`config.mk`:
```
export PLATFORM = sky130hd
export DESIGN_NAME = uart_host_frame_interface
export DESIGN_NICKNAME = d
export VERILOG_FILES = /design/src/uart_pkg.sv /design/src/byte_stream_if.sv /design/src/byte_fifo.sv /design/src/uart_rx_byte.sv /design/src/uart_host_frame_interface.sv
export VERILOG_INCLUDE_DIRS = /design/src
export SDC_FILE = /design/constraint.sdc
export NUM_CORES = 1
export LEC_CHECK = 0
export BUFFER_PORTS_ARGS = -buffer_cell sky130_fd_sc_hd__buf_4
export CAP_MARGIN = 20
export CORE_MARGIN = 10
export CORE_UTILIZATION = 60
export CTS_BUF_LIST = sky130_fd_sc_hd__clkbuf_4
export DETAILED_ROUTE_END_ITERATION = 6
export MAX_ROUTING_LAYER = met4
export PLACE_DENSITY_LB_ADDON = 0.2
export SKIP_CTS_REPAIR_TIMING = 1
export SYNTH_ARGS = -nofsm -noshare
export SYNTH_HDL_FRONTEND = slang
export SYNTH_SLANG_ARGS = --single-unit
```
`constraint.sdc`:
```
create_clock -name i_clock -period 5.9 [get_ports i_clock]
set_input_delay 1.18 -clock i_clock [delete_from_list [all_inputs] [get_ports i_clock]]
set_output_delay 1.18 -clock i_clock [all_outputs]
set_load 0.01 [all_outputs]
```
`src/uart_defs.svh`:
```
// Purpose: Shared constants of the host serial frame interface
// Assumes: 20 MHz core clock, 1 Mbit/s link
// Notes: Definitions only
`ifndef UART_DEFS_SVH
`define UART_DEFS_SVH

// ****************************************
// Timing
// ****************************************
`define UART_CLK_NS 50
`define UART_BIT_NS 1000
`define UART_BIT_CYC (`UART_BIT_NS / `UART_CLK_NS)
`define UART_BREAK_BITS 11

// ****************************************
// Frame fields
// ****************************************
`define UART_KIND_BIT 7
`define UART_REQ_READ 3'h0
`define UART_REQ_WRITE 3'h1
`define UART_CRC_INIT 16'hffff
`define UART_CRC_POLY 16'ha001
`define UART_FIFO_DEPTH 8

// ****************************************
// Response byte sequence
// ****************************************
`define UART_STEP_HDR 3'h0
`define UART_STEP_DEV 3'h1
`define UART_STEP_AHI 3'h2
`define UART_STEP_ALO 3'h3
`define UART_STEP_DATA 3'h4
`define UART_STEP_CLO 3'h5
`define UART_STEP_CHI 3'h6

`endif

```
`src/uart_pkg.sv`:
```
// Purpose: Types of the host serial frame interface
// Assumes: Nothing
// Notes: State vectors of the receiver and the frame interface module
`default_nettype none
package uart_pkg;

	// ****************************************
	// State encodings
	// ****************************************
	typedef enum logic [2:0] {
		ST_RECV = 3'h1,
		ST_WR = 3'h2,
		ST_RESP = 3'h4
	} frame_state_t;

	typedef enum logic [3:0] {
		TX_IDLE = 4'h1,
		TX_START = 4'h2,
		TX_DATA = 4'h4,
		TX_STOP = 4'h8
	} tx_state_t;

	typedef enum logic [3:0] {
		RX_IDLE = 4'h1,
		RX_START = 4'h2,
		RX_DATA = 4'h4,
		RX_STOP = 4'h8
	} rx_state_t;

	// ****************************************
	// Module state vectors
	// ****************************************
	typedef struct packed {
		logic sync1;
		logic sync2;
		logic sync3;
		logic line;
		logic line_prev;
		rx_state_t st;
		logic [4:0] cnt;
		logic [2:0] bitn;
		logic [7:0] sh;
		logic [7:0] lowcnt;
		logic brk_done;
		logic valid;
		logic [7:0] data;
		logic serr;
		logic brk;
	} rx_st_t;

	typedef struct packed {
		frame_state_t fst;
		logic [3:0] idx;
		logic [7:0] hdr;
		logic [7:0] dev;
		logic [15:0] radr;
		logic [15:0] raddr;
		logic [7:0][7:0] wbuf;
		logic [15:0] crc;
		logic [15:0] tcrc;
		logic [6:0] left;
		logic [2:0] wi;
		logic sub;
		logic [2:0] rstep;
		logic [7:0] rbyte;
		logic rvalid;
		logic [6:0] rlen;
		logic counting;
		logic [4:0] hdiv;
		logic [8:0] hold;
		logic tx_en;
		tx_state_t tst;
		logic [4:0] txc;
		logic [7:0] tsh;
		logic [2:0] tbit;
		logic stop2;
		logic tx;
		logic serr_f;
		logic seen_f;
		logic [7:0] wdata;
		logic wr;
		logic rd;
	} main_st_t;

endpackage : uart_pkg
`default_nettype wire

```
`src/byte_stream_if.sv`:
```
// Purpose: Valid/ready byte stream between internal modules
// Assumes: Single clock
// Notes: Transfer when valid and ready are both high
`timescale 1ns/1ps
`default_nettype none
interface byte_stream_if #(
	parameter int W = 8
);
	logic valid;
	logic ready;
	logic [W-1:0] data;
	modport src(output valid, output data, input ready);
	modport snk(input valid, input data, output ready);
endinterface : byte_stream_if
`default_nettype wire

```
`src/byte_fifo.sv`:
```
// Purpose: Small synchronous FIFO for the response byte stream
// Assumes: Depth is a power of two
// Notes: Flush empties it in one cycle
`timescale 1ns/1ps
`default_nettype none
`include "uart_defs.svh"
module byte_fifo #(
	parameter int W = 8,
	parameter int D = `UART_FIFO_DEPTH
) (
	input wire logic i_clock,
	input wire logic i_rst,
	input wire logic i_flush,
	byte_stream_if.snk in_s,
	byte_stream_if.src out_s
);
	import uart_pkg::*;
	localparam int AW = $clog2(D);
	localparam logic [AW:0] CNT_FULL = (AW+1)'(D);

	typedef struct packed {
		logic [D-1:0][W-1:0] mem;
		logic [AW-1:0] wp;
		logic [AW-1:0] rp;
		logic [AW:0] cnt;
	} fifo_st_t;

	fifo_st_t fifo_r;
	fifo_st_t fifo_nxt;
	logic push;
	logic pop;

	assign in_s.ready = (fifo_r.cnt != CNT_FULL);
	assign out_s.valid = (fifo_r.cnt != '0);
	assign out_s.data = fifo_r.mem[fifo_r.rp];
	assign push = in_s.valid && in_s.ready;
	assign pop = out_s.valid && out_s.ready;

	always_comb begin
		fifo_nxt = fifo_r;
		if (push) begin
			fifo_nxt.mem[fifo_r.wp] = in_s.data;
			fifo_nxt.wp = fifo_r.wp + 1'b1;
		end
		if (pop) begin
			fifo_nxt.rp = fifo_r.rp + 1'b1;
		end
		if (push && !pop) begin
			fifo_nxt.cnt = fifo_r.cnt + 1'b1;
		end else if (pop && !push) begin
			fifo_nxt.cnt = fifo_r.cnt - 1'b1;
		end
		if (i_flush) begin
			fifo_nxt.wp = '0;
			fifo_nxt.rp = '0;
			fifo_nxt.cnt = '0;
		end
	end

	always_ff @(posedge i_clock) begin
		if (i_rst) begin
			fifo_r <= '0;
		end else begin
			fifo_r <= fifo_nxt;
		end
	end
endmodule : byte_fifo
`default_nettype wire

```
`src/uart_rx_byte.sv`:
```
// Purpose: Serial byte receiver with break detection
// Assumes: Line idles high, LSB first
// Notes: Samples each bit in its middle
`timescale 1ns/1ps
`default_nettype none
`include "uart_defs.svh"
module uart_rx_byte (
	input wire logic i_clock,
	input wire logic i_rst,
	input wire logic i_rx,
	input wire logic i_ignore,
	input wire logic i_clear,
	output logic o_byte_valid,
	output logic [7:0] o_byte,
	output logic o_stop_err,
	output logic o_break
);
	import uart_pkg::*;
	localparam logic [4:0] BIT_LAST = 5'(`UART_BIT_CYC - 1);
	localparam logic [4:0] HALF_LAST = 5'(`UART_BIT_CYC / 2 - 1);
	localparam logic [7:0] BRK_LAST = 8'(`UART_BREAK_BITS * `UART_BIT_CYC - 1);

	rx_st_t rx_r;
	rx_st_t rx_nxt;

	assign o_byte_valid = rx_r.valid;
	assign o_byte = rx_r.data;
	assign o_stop_err = rx_r.serr;
	assign o_break = rx_r.brk;

	always_comb begin
		rx_nxt = rx_r;
		rx_nxt.sync1 = i_rx;
		rx_nxt.sync2 = rx_r.sync1;
		rx_nxt.sync3 = rx_r.sync2;
		if (rx_r.sync2 == rx_r.sync3) begin
			rx_nxt.line = rx_r.sync3;
		end
		rx_nxt.line_prev = rx_r.line;
		rx_nxt.valid = 1'b0;
		rx_nxt.serr = 1'b0;
		rx_nxt.brk = 1'b0;
		case (rx_r.st)
			RX_IDLE: begin
				rx_nxt.cnt = '0;
				// Start is a falling edge, so extra stop bits just idle
				if (rx_r.line_prev && !rx_r.line && !i_ignore) begin
					rx_nxt.st = RX_START;
				end
			end
			RX_START: begin
				if (rx_r.cnt == HALF_LAST) begin
					rx_nxt.cnt = '0;
					rx_nxt.bitn = '0;
					rx_nxt.st = rx_r.line ? RX_IDLE : RX_DATA;
				end else begin
					rx_nxt.cnt = rx_r.cnt + 1'b1;
				end
			end
			RX_DATA: begin
				if (rx_r.cnt == BIT_LAST) begin
					rx_nxt.cnt = '0;
					rx_nxt.sh = {rx_r.line, rx_r.sh[7:1]};
					rx_nxt.bitn = rx_r.bitn + 1'b1;
					if (rx_r.bitn == 3'h7) begin
						rx_nxt.st = RX_STOP;
					end
				end else begin
					rx_nxt.cnt = rx_r.cnt + 1'b1;
				end
			end
			RX_STOP: begin
				if (rx_r.cnt == BIT_LAST) begin
					rx_nxt.valid = 1'b1;
					rx_nxt.data = rx_r.sh;
					rx_nxt.serr = !rx_r.line;
					rx_nxt.st = RX_IDLE;
				end else begin
					rx_nxt.cnt = rx_r.cnt + 1'b1;
				end
			end
			default: begin
				rx_nxt.st = RX_IDLE;
			end
		endcase
		// Long low level is a break, seen even while transmitting
		if (rx_r.line) begin
			rx_nxt.lowcnt = '0;
			rx_nxt.brk_done = 1'b0;
		end else if (!rx_r.brk_done) begin
			if (rx_r.lowcnt == BRK_LAST) begin
				rx_nxt.brk = 1'b1;
				rx_nxt.brk_done = 1'b1;
				rx_nxt.st = RX_IDLE;
				rx_nxt.valid = 1'b0;
			end else begin
				rx_nxt.lowcnt = rx_r.lowcnt + 1'b1;
			end
		end
		if (i_clear) begin
			rx_nxt.st = RX_IDLE;
		end
	end

	always_ff @(posedge i_clock) begin
		if (i_rst) begin
			rx_r <= '0;
			rx_r.sync1 <= 1'b1;
			rx_r.sync2 <= 1'b1;
			rx_r.sync3 <= 1'b1;
			rx_r.line <= 1'b1;
			rx_r.line_prev <= 1'b1;
			rx_r.st <= RX_IDLE;
		end else begin
			rx_r <= rx_nxt;
		end
	end

	a_rx_ignore_tx: assert property (
		@(posedge i_clock) disable iff (i_rst)
		(i_ignore && rx_r.st == RX_IDLE) |=> (rx_r.st == RX_IDLE))
		else $error("receiver started a byte while transmitting");

	a_rx_stop_low: assert property (
		@(posedge i_clock) disable iff (i_rst)
		(rx_r.st == RX_STOP && rx_r.cnt == BIT_LAST && !rx_r.line && !i_clear
			&& !(rx_r.lowcnt == BRK_LAST && !rx_r.brk_done)) |=> rx_r.serr)
		else $error("low stop bit not reported");
endmodule : uart_rx_byte
`default_nettype wire

```
`src/uart_host_frame_interface.sv`:
```
// Purpose: Host serial frame interface: framing, command decode, response
// Assumes: Register map answers combinationally on o_reg_addr
// Notes: Response bytes pass an 8-entry FIFO before the transmitter
// ****************************************
// ****************************************
`timescale 1ns/1ps
`default_nettype none
`include "uart_defs.svh"
module uart_host_frame_interface (
	input wire logic i_clock,
	input wire logic i_rst,
	input wire logic i_rx,
	output logic o_tx,
	input wire logic i_double_stop_enable,
	input wire logic [7:0] i_turnaround_bits,
	input wire logic i_direction_select,
	input wire logic [5:0] i_primary_direction_id,
	input wire logic [5:0] i_secondary_direction_id,
	input wire logic i_wake_ping,
	input wire logic i_in_sleep,
	input wire logic i_clear_stop_flag,
	input wire logic i_clear_seen_flag,
	output logic o_stop_bit_error_flag,
	output logic o_clear_seen_flag,
	output logic [15:0] o_reg_addr,
	output logic [7:0] o_reg_wdata,
	output logic o_reg_wr,
	output logic o_reg_rd,
	input wire logic [7:0] i_reg_rdata,
	input wire logic i_reg_addr_ok,
	output logic o_tx_active
);
	import uart_pkg::*;
	localparam logic [4:0] BIT_LAST = 5'(`UART_BIT_CYC - 1);
	localparam logic [4:0] HALF_START = 5'(`UART_BIT_CYC / 2);

	// ****************************************
	// Declarations
	// ****************************************
	main_st_t st_r;
	main_st_t st_nxt;
	logic rx_valid;
	logic [7:0] rx_byte;
	logic rx_serr;
	logic rx_brk;
	logic clr;
	logic [5:0] id_sel;
	logic [15:0] rx_crc;
	logic [3:0] last_idx;
	logic cmd_ok;
	logic [7:0] push_byte;
	logic push_valid;
	logic push;
	logic pop;
	logic bit_end;
	logic set_stop;
	logic set_seen;

	byte_stream_if #(.W(8)) fin();
	byte_stream_if #(.W(8)) fout();

	function automatic logic [15:0] crc_byte(input logic [15:0] c_in, input logic [7:0] b);
		logic [15:0] c;
		c = c_in ^ {8'h00, b};
		for (int k = 0; k < 8; k++) begin
			c = c[0] ? ((c >> 1) ^ `UART_CRC_POLY) : (c >> 1);
		end
		return c;
	endfunction : crc_byte

	// ****************************************
	// Submodules
	// ****************************************
	uart_rx_byte u_rx (
		.i_clock(i_clock),
		.i_rst(i_rst),
		.i_rx(i_rx),
		.i_ignore(st_r.tx_en),
		.i_clear(i_wake_ping),
		.o_byte_valid(rx_valid),
		.o_byte(rx_byte),
		.o_stop_err(rx_serr),
		.o_break(rx_brk)
	);

	byte_fifo #(.W(8), .D(`UART_FIFO_DEPTH)) u_fifo (
		.i_clock(i_clock),
		.i_rst(i_rst),
		.i_flush(clr),
		.in_s(fin),
		.out_s(fout)
	);

	// ****************************************
	// Decode helpers
	// ****************************************
	assign clr = rx_brk || i_wake_ping;
	assign id_sel = i_direction_select ? i_secondary_direction_id : i_primary_direction_id;
	assign rx_crc = crc_byte((st_r.idx == 4'h0) ? `UART_CRC_INIT : st_r.crc, rx_byte);
	assign last_idx = {1'b0, st_r.hdr[2:0]} + 4'h6;
	assign cmd_ok = (rx_crc == 16'h0000) && st_r.hdr[`UART_KIND_BIT]
		&& (st_r.dev == {2'b00, id_sel})
		&& ((st_r.hdr[6:4] == `UART_REQ_READ) || (st_r.hdr[6:4] == `UART_REQ_WRITE));
	assign set_stop = rx_serr || rx_brk || (i_wake_ping && !i_in_sleep);
	assign set_seen = rx_brk || i_wake_ping;

	always_comb begin
		push_byte = 8'h00;
		case (st_r.rstep)
			`UART_STEP_HDR: push_byte = {1'b0, st_r.rlen};
			`UART_STEP_DEV: push_byte = {2'b00, id_sel};
			`UART_STEP_AHI: push_byte = st_r.radr[15:8];
			`UART_STEP_ALO: push_byte = st_r.radr[7:0];
			`UART_STEP_DATA: push_byte = st_r.rbyte;
			`UART_STEP_CLO: push_byte = st_r.tcrc[7:0];
			`UART_STEP_CHI: push_byte = st_r.tcrc[15:8];
			default: push_byte = 8'h00;
		endcase
	end

	assign push_valid = (st_r.fst == ST_RESP) && ((st_r.rstep != `UART_STEP_DATA) || st_r.rvalid);
	assign fin.valid = push_valid;
	assign fin.data = push_byte;
	assign push = push_valid && fin.ready;
	assign fout.ready = (st_r.tst == TX_IDLE) && st_r.tx_en;
	assign pop = fout.valid && fout.ready;
	assign bit_end = (st_r.txc == BIT_LAST);

	// ****************************************
	// Next state
	// ****************************************
	always_comb begin
		st_nxt = st_r;
		st_nxt.wr = 1'b0;
		st_nxt.rd = 1'b0;
		case (st_r.fst)
			ST_RECV: begin
				if (rx_valid) begin
					st_nxt.crc = rx_crc;
					case (st_r.idx)
						4'h0: st_nxt.hdr = rx_byte;
						4'h1: st_nxt.dev = rx_byte;
						4'h2: st_nxt.radr[15:8] = rx_byte;
						4'h3: st_nxt.radr[7:0] = rx_byte;
						default: begin
							if ((st_r.idx - 4'h4) <= {1'b0, st_r.hdr[2:0]}) begin
								st_nxt.wbuf[3'(st_r.idx - 4'h4)] = rx_byte;
							end
						end
					endcase
					if (st_r.idx != 4'h0 && st_r.idx == last_idx) begin
						st_nxt.idx = 4'h0;
						if (cmd_ok && st_r.hdr[6:4] == `UART_REQ_READ) begin
							st_nxt.fst = ST_RESP;
							st_nxt.rstep = `UART_STEP_HDR;
							st_nxt.rlen = st_r.wbuf[0][6:0];
							st_nxt.left = st_r.wbuf[0][6:0];
							st_nxt.raddr = st_r.radr;
							st_nxt.rvalid = 1'b0;
							st_nxt.counting = 1'b1;
							st_nxt.hdiv = HALF_START;
							st_nxt.hold = '0;
						end else if (cmd_ok) begin
							st_nxt.fst = ST_WR;
							st_nxt.raddr = st_r.radr;
							st_nxt.left = {4'h0, st_r.hdr[2:0]};
							st_nxt.wi = '0;
							st_nxt.sub = 1'b0;
						end
					end else begin
						st_nxt.idx = st_r.idx + 4'h1;
					end
				end
			end
			ST_WR: begin
				if (!st_r.sub) begin
					st_nxt.wdata = st_r.wbuf[st_r.wi];
					st_nxt.wr = i_reg_addr_ok;
					st_nxt.sub = 1'b1;
				end else begin
					st_nxt.sub = 1'b0;
					st_nxt.raddr = st_r.raddr + 16'h0001;
					st_nxt.wi = st_r.wi + 3'h1;
					st_nxt.left = st_r.left - 7'h01;
					if (st_r.left == 7'h00) begin
						st_nxt.fst = ST_RECV;
					end
				end
			end
			ST_RESP: begin
				if (st_r.rstep == `UART_STEP_DATA && !st_r.rvalid) begin
					st_nxt.rbyte = i_reg_addr_ok ? i_reg_rdata : 8'h00;
					st_nxt.rvalid = 1'b1;
					st_nxt.rd = 1'b1;
				end
				if (push) begin
					if (st_r.rstep <= `UART_STEP_DATA) begin
						st_nxt.tcrc = crc_byte((st_r.rstep == `UART_STEP_HDR) ? `UART_CRC_INIT
							: st_r.tcrc, push_byte);
					end
					if (st_r.rstep == `UART_STEP_DATA) begin
						st_nxt.rvalid = 1'b0;
						st_nxt.raddr = st_r.raddr + 16'h0001;
						st_nxt.left = st_r.left - 7'h01;
						if (st_r.left == 7'h00) begin
							st_nxt.rstep = `UART_STEP_CLO;
						end
					end else if (st_r.rstep == `UART_STEP_CHI) begin
						st_nxt.fst = ST_RECV;
					end else begin
						st_nxt.rstep = st_r.rstep + 3'h1;
					end
				end
			end
			default: begin
				st_nxt.fst = ST_RECV;
			end
		endcase

		// Turnaround: first tick marks end of the last stop bit
		if (st_r.counting) begin
			st_nxt.hdiv = (st_r.hdiv == BIT_LAST) ? 5'h00 : st_r.hdiv + 5'h01;
			if (st_r.hdiv == BIT_LAST) begin
				if (st_r.hold == {1'b0, i_turnaround_bits}) begin
					st_nxt.tx_en = 1'b1;
					st_nxt.counting = 1'b0;
				end else begin
					st_nxt.hold = st_r.hold + 9'h001;
				end
			end
		end
		if (st_r.tx_en && st_r.fst == ST_RECV && !fout.valid && st_r.tst == TX_IDLE) begin
			st_nxt.tx_en = 1'b0;
		end

		// Transmitter
		st_nxt.txc = (bit_end || st_r.tst == TX_IDLE) ? 5'h00 : st_r.txc + 5'h01;
		case (st_r.tst)
			TX_IDLE: begin
				st_nxt.tx = 1'b1;
				if (pop) begin
					st_nxt.tsh = fout.data;
					st_nxt.tx = 1'b0;
					st_nxt.tst = TX_START;
				end
			end
			TX_START: begin
				if (bit_end) begin
					st_nxt.tst = TX_DATA;
					st_nxt.tx = st_r.tsh[0];
					st_nxt.tbit = 3'h0;
				end
			end
			TX_DATA: begin
				if (bit_end) begin
					if (st_r.tbit == 3'h7) begin
						st_nxt.tst = TX_STOP;
						st_nxt.tx = 1'b1;
						st_nxt.stop2 = i_double_stop_enable;
					end else begin
						st_nxt.tbit = st_r.tbit + 3'h1;
						st_nxt.tsh = {1'b0, st_r.tsh[7:1]};
						st_nxt.tx = st_r.tsh[1];
					end
				end
			end
			TX_STOP: begin
				if (bit_end) begin
					if (st_r.stop2) begin
						st_nxt.stop2 = 1'b0;
					end else begin
						st_nxt.tst = TX_IDLE;
					end
				end
			end
			default: begin
				st_nxt.tst = TX_IDLE;
				st_nxt.tx = 1'b1;
			end
		endcase

		// Break or wake ping aborts everything; next byte is a header
		if (clr) begin
			st_nxt.fst = ST_RECV;
			st_nxt.idx = 4'h0;
			st_nxt.tst = TX_IDLE;
			st_nxt.tx = 1'b1;
			st_nxt.tx_en = 1'b0;
			st_nxt.counting = 1'b0;
			st_nxt.rvalid = 1'b0;
			st_nxt.stop2 = 1'b0;
			st_nxt.wr = 1'b0;
			st_nxt.rd = 1'b0;
		end

		// Sticky flags; a set in the clear cycle wins
		st_nxt.serr_f = (st_r.serr_f && !i_clear_stop_flag) || set_stop;
		st_nxt.seen_f = (st_r.seen_f && !i_clear_seen_flag) || set_seen;
	end

	always_ff @(posedge i_clock) begin
		if (i_rst) begin
			st_r <= '0;
			st_r.fst <= ST_RECV;
			st_r.tst <= TX_IDLE;
			st_r.tx <= 1'b1;
		end else begin
			st_r <= st_nxt;
		end
	end

	assign o_tx = st_r.tx;
	assign o_stop_bit_error_flag = st_r.serr_f;
	assign o_clear_seen_flag = st_r.seen_f;
	assign o_reg_addr = st_r.raddr;
	assign o_reg_wdata = st_r.wdata;
	assign o_reg_wr = st_r.wr;
	assign o_reg_rd = st_r.rd;
	assign o_tx_active = st_r.tx_en;

	// ****************************************
	// Assertions
	// ****************************************
	a_idle_line_high: assert property (
		@(posedge i_clock) disable iff (i_rst)
		(st_r.tst == TX_IDLE) |-> st_r.tx)
		else $error("transmit line not high while idle");

	a_start_bit_time: assert property (
		@(posedge i_clock) disable iff (i_rst)
		($rose(st_r.tst == TX_START) && !st_r.tx && !clr) |-> ##20 (st_r.tst == TX_DATA || !st_r.tx_en))
		else $error("start bit is not twenty cycles");

	a_two_stop_bits: assert property (
		@(posedge i_clock) disable iff (i_rst)
		($rose(st_r.tst == TX_STOP) && st_r.stop2) |-> ##39 (st_r.tst == TX_STOP || !st_r.tx_en))
		else $error("second stop bit missing");

	a_stop_flag_set: assert property (
		@(posedge i_clock) disable iff (i_rst)
		(rx_serr && i_clear_stop_flag) |=> o_stop_bit_error_flag)
		else $error("stop error lost against clear");

	a_break_flags: assert property (
		@(posedge i_clock) disable iff (i_rst)
		rx_brk |=> (o_clear_seen_flag && o_stop_bit_error_flag && st_r.tst == TX_IDLE && o_tx))
		else $error("break did not set flags or end transmission");

	a_wake_active: assert property (
		@(posedge i_clock) disable iff (i_rst)
		(i_wake_ping && !i_in_sleep) |=> (o_clear_seen_flag && o_stop_bit_error_flag))
		else $error("wake ping while active missed a flag");

	a_no_unasked_tx: assert property (
		@(posedge i_clock) disable iff (i_rst)
		(st_r.tst == TX_IDLE && !st_r.tx_en) |=> (st_r.tst == TX_IDLE))
		else $error("transmission without a read command");

	a_turnaround_wait: assert property (
		@(posedge i_clock) disable iff (i_rst)
		($rose(st_r.counting) && i_turnaround_bits == 8'h00 && !clr)
			|-> ##10 ($rose(st_r.tx_en) || clr || $past(clr)))
		else $error("turnaround gap wrong");

	a_reject_other_id: assert property (
		@(posedge i_clock) disable iff (i_rst)
		(st_r.fst == ST_RECV && rx_valid && st_r.idx != 4'h0 && st_r.idx == last_idx
			&& st_r.dev != {2'b00, id_sel}) |=> (st_r.fst == ST_RECV))
		else $error("answered a command for another address");
endmodule : uart_host_frame_interface
`default_nettype wire

```
# ---- Word-level counts from Yosys, hierarchy flattened
# Cells that the tools add are included.
dict set report classes {
  addsub 18
  order_cmp 8
  eq_ne 58
  n_mux 133
  bitwise_logic 27
  reduce_logical 97
}
# operator n
set op_table {}
lappend op_table {{16-bit two-way mux} 25}
lappend op_table {{135-bit two-way mux} 1}
lappend op_table {{64-bit bitwise mux} 2}
lappend op_table {{64-bit two-way mux} 2}
lappend op_table {{8-bit two-way mux} 10}
lappend op_table {{4-bit two-way mux} 18}
lappend op_table {{23-bit two-way mux} 3}
lappend op_table {{8-bit one-hot mux with 7 select lines} 1}
lappend op_table {{8-bit binary-select mux with 3-bit select} 2}
lappend op_table {{8-bit demux with 3-bit select} 2}
lappend op_table {{3-bit two-way mux} 16}
lappend op_table {{2-bit NOT with 3-bit output} 16}
lappend op_table {{16-bit one-hot mux with 3 select lines} 1}
lappend op_table {{10-bit two-way mux} 4}
lappend op_table {{11-bit two-way mux} 3}
lappend op_table {{4-bit one-hot mux with 4 select lines} 2}
lappend op_table {{16-bit by 8-bit bitwise XOR with 16-bit output} 2}
lappend op_table {{14-bit two-way mux} 2}
lappend op_table {{2-bit != test (second input constant)} 14}
lappend op_table {{4-bit AND reduction} 7}
lappend op_table {{3-bit AND reduction} 8}
lappend op_table {{1-bit logical AND} 22}
lappend op_table {{2-bit nonzero test} 11}
lappend op_table {{7-bit two-way mux} 3}
lappend op_table {{other kinds (63)} 164}
dict set report word_totals {
  register_bits 350
  inputBits 38
  output_inout_bits 30
  wordCells 406
}

# ---- Longest topological paths before layout
# Gate-level depths: netlist (run 1).
dict set report depth {
  ltp_word 31
  ltp_mapped 21
  ltp_nobuf 16
}

# ---- Modules after synthesis
# A second synthesis (run 1) with hierarchy kept.
dict set report unflattened {
  hier_cells 1892
  area_unflattened_um2 17112.7
}
# module n_inst cells_each area_each_um2 seq_area_each_um2
set by_module_without_submodules {}
lappend by_module_without_submodules {uart_host_frame_interface 1 1364 11652.4 4604.4}
lappend by_module_without_submodules {byte_fifo 1 315 3418.3 1481.4}
lappend by_module_without_submodules {uart_rx_byte 1 213 2042.0 900.9}

# ---- Worst setup path before layout (run 1)
# No wires, ideal clock.
dict set report synth_timing {
  path_kind {reg-to-reg}
  from {register st_r[226] in the netlist's numbering}
  to {register st_r[74] in the netlist's numbering}
  setup_ns 0.132
  t_arrival_ns 3.802
  t_required_ns 5.768
  slack_ns 1.966
  stages_incl_launch_ff 19
  path_buffers 3
  synth_period_minus_slack_ns 3.934
  path_cell_list {dfxtp_1 -> clkbuf_1 -> inv_1 -> ha_1 -> buf_2 -> and2_1 -> buf_2 -> nor2_1 -> xnor2_1 -> xor2_1 -> xnor2_1 -> ha_1 -> xnor2_1 -> nor4_1 -> nand2_1 -> nor4_2 -> mux2_2 -> o211ai_1 -> a21oi_1}
}
dict set report synth_between {
  elab_cells_between_ends 34
  cone_classes {3 x eq/ne; 13 x mux; 9 x bitwise; 9 x reduce/logical}
}
# element line
set synth_lines {}
lappend synth_lines {{start, declared} uart_host_frame_interface.sv:40} ;# main_st_t st_r;
lappend synth_lines {{start signal, assigned} uart_host_frame_interface.sv:308} ;# st_r <= st_nxt;
lappend synth_lines {{4-bit logical NOT (*)} uart_host_frame_interface.sv:99} ;# assign rx_crc = crc_byte((st_r.idx == 4'h0) ? `UART_CRC_INIT : st_r.crc, rx_byte);
lappend synth_lines {{16-bit two-way mux (*)} uart_host_frame_interface.sv:99}
lappend synth_lines {{16-bit by 8-bit bitwise XOR with 16-bit output (*)} uart_host_frame_interface.sv:64} ;# c = c_in ^ {8'h00, b};
lappend synth_lines {{16-bit two-way mux (*) (6 in series)} uart_host_frame_interface.sv:66} ;# c = c[0] ? ((c >> 1) ^ `UART_CRC_POLY) : (c >> 1);
lappend synth_lines {{2-bit NOT with 3-bit output (no source line) or 16-bit two-way mux (tied branches)} --}
lappend synth_lines {{16-bit two-way mux (*) (2 in series)} uart_host_frame_interface.sv:66}
lappend synth_lines {{net rx_crc[15]} uart_host_frame_interface.sv:48} ;# logic [15:0] rx_crc;
lappend synth_lines {{16-bit logical NOT (*)} uart_host_frame_interface.sv:101} ;# assign cmd_ok = (rx_crc == 16'h0000) && st_r.hdr[`UART_KIND_BIT]
lappend synth_lines {{1-bit logical AND (*) (3 in series)} uart_host_frame_interface.sv:101}
lappend synth_lines {{1-bit logical AND (no source line)} --}
lappend synth_lines {{7-bit two-way mux} uart_host_frame_interface.sv:153} ;# if (cmd_ok && st_r.hdr[6:4] == `UART_REQ_READ) begin
lappend synth_lines {{14-bit two-way mux} uart_host_frame_interface.sv:151} ;# if (st_r.idx != 4'h0 && st_r.idx == last_idx) begin
lappend synth_lines {{14-bit two-way mux} uart_host_frame_interface.sv:138} ;# if (rx_valid) begin
lappend synth_lines {{7-bit one-hot mux with 3 select lines} uart_host_frame_interface.sv:136} ;# case (st_r.fst)
# The timed path passes the listed nets; every way through them passes the cells marked *. The select of a mux whose other input is x is not followed.
# A chain may end at the register's enable or synchronous reset.

# ---- Final worst setup path (run 1)
dict set report layout_timing {
  from {register st_r[225] in the netlist's numbering}
  to {register st_r[77] in the netlist's numbering}
}
dict set report layout_between {
  elab_chain_cells 22
  elab_cells_between_ends 34
  cone_classes {3 x eq/ne; 13 x mux; 9 x bitwise; 9 x reduce/logical}
}
# element line
set layout_lines {}
lappend layout_lines {{4-bit logical NOT} uart_host_frame_interface.sv:99}
lappend layout_lines {{16-bit two-way mux} uart_host_frame_interface.sv:99}
lappend layout_lines {{16-bit by 8-bit bitwise XOR with 16-bit output} uart_host_frame_interface.sv:64}
lappend layout_lines {{16-bit two-way mux or 2-bit NOT with 3-bit output (tied branches) (2 in series)} --}
lappend layout_lines {{2-bit NOT with 3-bit output (no source line) or 16-bit two-way mux (tied branches)} --}
lappend layout_lines {{16-bit two-way mux or 2-bit NOT with 3-bit output (tied branches) (3 in series)} --}
lappend layout_lines {{2-bit NOT with 3-bit output (no source line) or 16-bit two-way mux (tied branches)} --}
lappend layout_lines {{16-bit two-way mux or 2-bit NOT with 3-bit output (tied branches) (2 in series)} --}
lappend layout_lines {{16-bit two-way mux} uart_host_frame_interface.sv:66}
lappend layout_lines {{16-bit logical NOT} uart_host_frame_interface.sv:101}
lappend layout_lines {{1-bit logical AND (3 in series)} uart_host_frame_interface.sv:101}
lappend layout_lines {{1-bit logical AND (no source line)} --}
lappend layout_lines {{7-bit two-way mux} uart_host_frame_interface.sv:153}
lappend layout_lines {{14-bit two-way mux} uart_host_frame_interface.sv:151}
lappend layout_lines {{14-bit two-way mux} uart_host_frame_interface.sv:138}
lappend layout_lines {{7-bit one-hot mux with 3 select lines} uart_host_frame_interface.sv:136}
# Parallel ways exist; a longest one is shown, timed or not. The select of a mux whose other input is x is not followed.

==> results.md, run 1 <==
- CP endpoint: st_r[77]
- Post-detailed-route count of antenna-violating nets: 0
- Comb pwr share: 1.8%
- Pin count of the biggest net entering global routing: 124
- R2R Setup Slk: 1390 ps
- Hold_sp: u_rx.rx_nxt[43]
- Max Fclk: 222 MHz
- Register area share after synthesis: 41.6%
- Post-synth EDFFs: 0
- Placed Instances: 2229
- Pint: 3620 uW
- Crit Path Max Fanout: 22
- Critical path type: reg2reg
- Cell row count: 61
- Initial antenna violation count: 1
- Netlist cell types: 73
- Final Hold Vio Count: 0
- CTS Buf Count: 92
- Max_cap viols: 0
- Clock power frac: 47.4%
- Final nets: 2023
- Total iterations of the first detailed-routing run: 6
- Clock buffer depth: 3
- Drt first-iter violations: 1181
- Placement Setup Slack: 1390 ps
- Final WS setup: 1390 ps
- Syn avg cell area: 8.74 um^2
- Gate Count Post-Synth: 1923
- CTS tree: built
- Post-DP HPWL: 27500 um
- Switching power: 1020 uW
- Starting Density: 60.7%
- LEAKAGE: 0.00673 uW
- Area Overhead vs Synth: 10.3%
- R2R Path End: st_r[77]
- Count of final max-slew check failures: 0
- Setup crit end kind: register
- I/O Buffers: 67
- Crit start category: register
- PD cells: 251 mW/mm^2
- Slowest cell on crit path: o211a_1
- Via Count: 13969
- Final WL: 41700 um
- Io pins: 68
- R2R depth: 17
- Critical path depth: 17
- Clk pin slew, worst setup/hold paths: 60 ps
- GRT Util Overall: 23.4%
- Clock Sinks: 349
- Peak VDD IR: 0.000163 V
- Routability congestion estimate: 0.927
- Fin cells: 2389
- H-tree depth: 3
- Crit path arrival time: 5120 ps
- Yosys reg bits: 349
- Core Util, Final: 66.9%
- CP Buf/Inv Count: 2
- Flop pwr share: 50.7%
- Fin crit share: 76.5%
- Ratio of cells with drive above 1 in the final layout: 15.1%
- Core ar.: 0.0277 mm^2
- RR Startpoint: st_r[225]
- CP max stage delay: 670 ps
- Slew @ Worst Pin: 1110 ps
- Dominant cell type by area after synthesis: dfxtp_1
- Filler instances: 2282
- Skew-Pair Late Insertion Delay: 730 ps
- Top-area cell type share of the netlist area: 41.6%
- Fraction of registers with async set/reset: 0%
- WL per Instance: 17.4 um
- Setup TNS: 0 ps
- Clock skew: 60.7 ps
- RSZ-0062 raised after global routing: no
- WHS Path Cells: 1
- Gr ovfl total: 0
- Total power: 4650 uW
- Critical Path RT: 6500 ps
- Endpoints failing setup: 0
- Die Footprint: 0.0351 mm^2
- Yosys Warn Count: 0
- Sw frac: 22.0%
- Crit path time final: 4510 ps
- Most used DFF post-synth: dfxtp_1
- Number of global-route vias before repair: 13327
- Vias per inst: 5.85
- Die X: 187 um
- Critical-path cell list: inv_1, ha_1, and2_1, nor2_1, xnor2_1, xor2_1, xnor2_1, ha_1, nand2_1, nand4b_1, nor4_1, nand2_1, nor4_2, o211a_1, buf_4, nor2_1, a211oi_1
- Root Buffer: clkbuf_4
- Status: completed
- First-pass GRT wire length: 67600 um
- Hold Crit Class: reg2reg
- Crit path launch: st_r[225]
- Cell Area, Synth: 0.0168 mm^2
- Top delay family on crit path: simple AND/OR/NAND/NOR gates
- Syn_nets: 1996
- Chip Height: 187 um
- Largest cells by area after synthesis: dfxtp_1 42%, mux2i_1 7.8%, nor2_1 7.5%
- Post-route DRC: 0
- Slew headroom: 25.9%
==> cells by family (layout without fill, tap and decap cells) <==
family                   count (synthesis)  after routing  synth area share, %
AO/OA/AOI/OAI                          367            367                 13.6
XOR/XNOR                                97             97                 5.39
AND/OR/NAND/NOR                        720            720                 19.5
buffers and inverters                  186            273                 4.88
multiplexers                           169            169                 12.5
other                                    0              1                    0
flip-flops                             349            349                 41.6
adder cells (fa/ha/maj)                 35             35                 2.65
==> sequential cells by signal, summed over array words and instances, names as in the netlist <==
register,flops
o_clear_seen_flag,1
o_reg_addr,16
o_reg_rd,1
o_reg_wdata,8
o_reg_wr,1
o_stop_bit_error_flag,1
o_tx,1
o_tx_active,1
st_r,200
u_fifo.fifo_r,74
u_rx.o_break,1
u_rx.o_byte,8
u_rx.o_byte_valid,1
u_rx.o_stop_err,1
u_rx.rx_nxt,3
u_rx.rx_r,31
==> final cells by class <==
class | count | area (um^2) | area share [%]
tap | 378 | 473 | 2.55
multi-input combinational | 1388 | 9010 | 48.6
antenna | 1 | 2.50 | 0.0135
inverter | 28 | 105 | 0.567
timing repair buffer | 91 | 749 | 4.04
clock buffer | 139 | 1040 | 5.63
sequential | 349 | 6990 | 37.7
clock inverter | 15 | 171 | 0.925
==> power by group through the flow <==
stage | registers, uW | logic [uW] | clock network, uW
final | 2360 | 84.9 | 2200
after global placement | 2410 | 81.4 | 0
after global routing | 2360 | 90.9 | 2370
after CTS | 2360 | 81.9 | 2250
after detailed placement | 2410 | 81.7 | 0
after floorplan | 2410 | 46.1 | 0
==> placed cells by master, fill, tap and decap left out, types with 8 or more instances in the layout <==
master and instances:
a21oi_1 163, a211oi_1 68, mux4_2 32, or3_1 16, nand3_1 51, nand2b_1 10
xnor2_1 61, nand4b_1 9, nand3b_1 14, and3_1 22, nand2_1 156, nor3_1 46
or2_2 8, xor2_1 32, a22oi_1 8, dfxtp_1 349, buf_4 87, nor4_1 10
ha_1 34, nor2_1 336, a31oi_1 10, clkinv_1 8, clkbuf_4 139, mux2i_1 131
o21ai_0 56, inv_1 27
==> Yosys cell counts (all sizes together) (5+ instances only) <==
library cell  count
a211oi           68
a21oi           164
a221oi            9
a22o              5
a22oi            10
a31oi            10
and2              7
and3             22
buf              48
clkbuf          110
dfxtp           349
ha               34
inv              28
mux2              6
mux2i           131
mux4             32
nand2           156
nand2b           10
nand3            51
nand3b           14
nand4b            9
nor2            337
nor2b             6
nor3             49
nor4             13
o211ai            5
o21a              6
o21ai            61
or2               8
or3              16
xnor2            61
xor2             32
==> stage by stage <==
step                      hold WS [ps]  cell area (um^2)
after floorplan                    389             16800
after global placement             398             17200
after detailed placement           399             17200
after CTS                          411             18400
after global routing               419             18500
final                              406             18500
==> worst min path at each step <==
stage / slack [ps] / to
2_1_floorplan: 390 / u_rx.rx_nxt[42]
3_3_place_gp: 400 / u_rx.rx_nxt[42]
3_5_place_dp: 400 / u_rx.rx_nxt[42]
4_1_cts: 410 / u_rx.rx_nxt[42]
5_1_grt: 420 / u_rx.rx_nxt[42]
6_report: 410 / u_rx.rx_nxt[42]
==> metal layers <==
| metal | routed length [um] | global-route usage, % |
|---|---|---|
| met5 | 0 | - |
| met3 | 2410 | 3.75 |
| met4 | 974 | 8.18 |
| met2 | 19700 | 37.6 |
| met1 | 18600 | 29.5 |
Power figures use the tool's default switching activity.
==> inputs of run 2 (changes only) <==
Settings changed: ABC_AREA set to 1, CORE_UTILIZATION 60 to 58.
Clock period 5.9 ns to 4.1 ns, I/O delays scaled along.
==> results.md, run 2 <==
- Status: finished, violations left
- Failing checks: DRC
- Root Buffer: clkbuf_4
- Skew-Pair Late Insertion Delay: 750 ps (+20 ps)
- Endpoints failing setup: 0 (unchanged)
- Clk pin slew, worst setup/hold paths: 60 ps (about the same)
- Yosys reg bits: 349 (unchanged)
- Core Util, Final: 65.7% (-1.2 points)
- GRT Util Overall: 25.4% (+2.0 points)
- Clock Sinks: 349 (unchanged)
- Ratio of cells with drive above 1 in the final layout: 12.1% (-3.0 points)
- Fin crit share: 91.3% (+15 points)
- Most used DFF post-synth: dfxtp_1
- Final Hold Vio Count: 0 (unchanged)
- Syn avg cell area: 7.08 um^2 (-19%)
- Critical-path cell list: inv_1, ha_1, nand2_4, nand2_1, xnor2_2, xnor2_2, xnor2_1, xor2_1, ha_1, xor2_1, nor2_1, nand2_1, nor2_1, nand3_2, nor3_2, nand3_2, nand2_1, inv_1, nand2_1, a21oi_1
- LEAKAGE: 0.00793 uW (+18%)
- Max_cap viols: 0 (unchanged)
- Top-count cell post-synth: dfxtp_1
- Most frequent cells in the layout: 348 x dfxtp_1, 333 x nand2_1, 323 x nor2_1, 314 x o21ai_0, 261 x inv_1
- Fraction of registers with async set/reset: 0% (unchanged)
- Post-DP Area: 0.0177 mm^2 (+2.5%)
- Synth top cells by count: 349 x dfxtp_1, 334 x nand2_1, 323 x nor2_1
- Max reg flops: 200 (unchanged)
- Pint: 5180 uW (+43%)
- Critical path type: reg2reg
- Slowest cell on crit path: dfxtp_2
- Clock skew: 51.8 ps (-8.89 ps)
- Die Footprint: 0.0366 mm^2 (+4.4%)
- Commonest non-fill, non-tap cell in the layout: dfxtp_1
- Io pins: 68 (unchanged)
- Cell Area, Synth: 0.0170 mm^2 (+1.4%)
- Chip Height: 191 um (+2.2%)
- Largest Register: st_r
- Netlist cell types: 50 (-32%)
- Flop pwr share: 50.4% (-0.3 points)
- Area taken by multi-input logic gates: 0.00842 mm^2 (-6.6%)
- PD cells: 355 mW/mm^2 (+42%)
- Gate Count Post-Synth: 2408 (+25%)
- Slew @ Worst Pin: 1040 ps (-71.2 ps)
- Area Overhead vs Synth: 11.3%
- Vias per inst: 5.59 (-4.3%)
- Pin count of the biggest net entering global routing: 54 (-56%)
- Initial antenna violation count: 1 (unchanged)
- Crit path arrival time: 4310 ps (-810 ps)
- I/O Buffers: 67 (unchanged)
- Final nets: 2552 (+26%)
- Largest cells by area after synthesis: dfxtp_1 41%, o21ai_0 9.2%, a21oi_1 7.5%
- WL per Instance: 15.8 um (-9.6%)
- Post-DP HPWL: 31400 um (+14%)
- Comb pwr share: 2.1% (+0.3 points)
- Post-synth EDFFs: 0 (unchanged)
- RSZ-0062 raised after global routing: yes
- Post-detailed-route count of antenna-violating nets: 0 (unchanged)
- Sw frac: 23.1% (+1.0 points)
- Crit path time final: 3740 ps (-771 ps)
- Top-area cell type share of the netlist area: 41.0% (-0.58 points)
- Final WL: 46200 um (+11%)
- Routability congestion estimate: 0.958 (+3.4%)
- First-pass GRT wire length: 75800 um (+12%)
- Hold Crit Class: in2reg
- Crit Path Max Fanout: 7 (-68%)
- Post-route DRC: 5 (+5)
- Gr ovfl total: 0 (unchanged)
- Largest regs: st_r: 200 flops, u_fifo.fifo_r: 74 flops, u_rx.rx_r: 31 flops
- Clock buffer depth: 3 (unchanged)
- Max Fclk: 267 MHz (+21%)
- Syn_nets: 2481 (+24%)
- Final Instance Area: 0.0190 mm^2 (+2.3%)
- Starting Density: 59.1% (-1.6 points)
- Clock power frac: 47.5% (about the same)
- Setup crit end kind: register
- CP max stage delay: 360 ps (-310 ps)
- CTS tree: built
- Filler instances: 2594 (+14%)
- Peak VDD IR: 0.000251 V (+54%)
- Drt first-iter violations: 1555 (+32%)
- Cell row count: 62 (+1.6%)
- Slew headroom: 30.9% (+4.9 points)
- H-tree depth: 3 (unchanged)
- Register area: 0.00699 mm^2 (about the same)
- Hold Worst Slack: 299 ps (-106 ps)
- Crit start category: register
- Switching power: 1550 uW (+52%)
- Core ar.: 0.0289 mm^2 (+4.2%)
- CTS Buf Count: 95 (+3.3%)
- Count of final max-slew check failures: 0 (unchanged)
- Register area share after synthesis: 41.0% (-0.58 points)
- Critical Path RT: 4670 ps (-1830 ps)
- Via Count: 16410 (+17%)
- Total iterations of the first detailed-routing run: 7 (+1)
- Die X: 191 um (+2.2%)
- Number of global-route vias before repair: 15402 (+16%)
- Dominant cell type by area after synthesis: dfxtp_1
- Yosys Warn Count: 0 (unchanged)
- Most used cell along the critical path: nand2_1
run 2: cells by family (layout without fill, tap and decap cells):
| family | Yosys count | in the layout | share of synthesized area, % |
|---|---|---|---|
| flops | 349 | 349 | 41.0 |
| xor+xnor | 59 | 59 | 3.16 |
| other cells | 0 | 3 | 0 |
| compound gates | 676 | 676 | 21.4 |
| fa+ha+maj | 35 | 35 | 2.61 |
| buf+inv | 413 | 551 | 9.97 |
| simple gates | 876 | 877 | 21.8 |
run 2: worst paths after layout:
| kind | from | end | slack, ps | cells after the start |
|---|---|---|---|---|
| min reg2reg | u_rx.rx_nxt[43] | u_rx.rx_nxt[42] | 410 | 1 |
| max reg2reg | st_r[224] | st_r[39] | 360 | 20 |
| max | st_r[224] | st_r[39] | 360 | 20 |
| min | i_rx | u_rx.rx_nxt[43] | 300 | 2 |
run 2: layer usage:
metal | track usage, % | routed length (um)
met5 | - | 0
met4 | 9.89 | 1310
met3 | 4.26 | 3010
met2 | 41.4 | 22100
met1 | 30.9 | 19900
run 2: worst max-delay path, delay by kind of cell, from the launching register on:
| kind | cells | cell delay (ps) |
|---|---|---|
| XOR/XNOR | 5 | 950 |
| adder cells (fa/ha/maj) | 2 | 550 |
| AND/OR/NAND/NOR | 10 | 1420 |
| buffers and inverters | 2 | 230 |
| AO/OA/AOI/OAI | 1 | 80 |
| flip-flops | 1 | 360 |
run 2: cell type report:
cell class                      instances  area share, %
Antenna cell                            3         0.0396
Clock buffer                          133           5.26
Clock inverter                         32           1.23
Inverter                              281           5.57
Multi-Input combinational cell       1647           44.4
Sequential cell                       349           36.8
Tap cell                              384           2.53
Timing Repair Buffer                  105           4.17
run 2: stage by stage:
stage | worst slack [ps] | total power, uW | cells | setup TNS (ps)
2_1_floorplan | 708 | 3540 | 2408 | 0
4_1_cts | 148 | 6790 | 2927 | 0
3_3_place_gp | 261 | 3600 | 2762 | 0
6_report | 358 | 6730 | 2934 | 0
5_1_grt | -48.1 | 6980 | 2934 | -101
3_5_place_dp | 162 | 3610 | 2762 | 0
run 2: power by group through the flow:
stage                     clock, uW  combinational (uW)  sequential, uW
final                          3200                 139            3390
after global routing           3430                 151            3390
after CTS                      3260                 137            3390
after detailed placement          0                 136            3470
after global placement            0                 134            3470
after floorplan                   0                74.4            3470
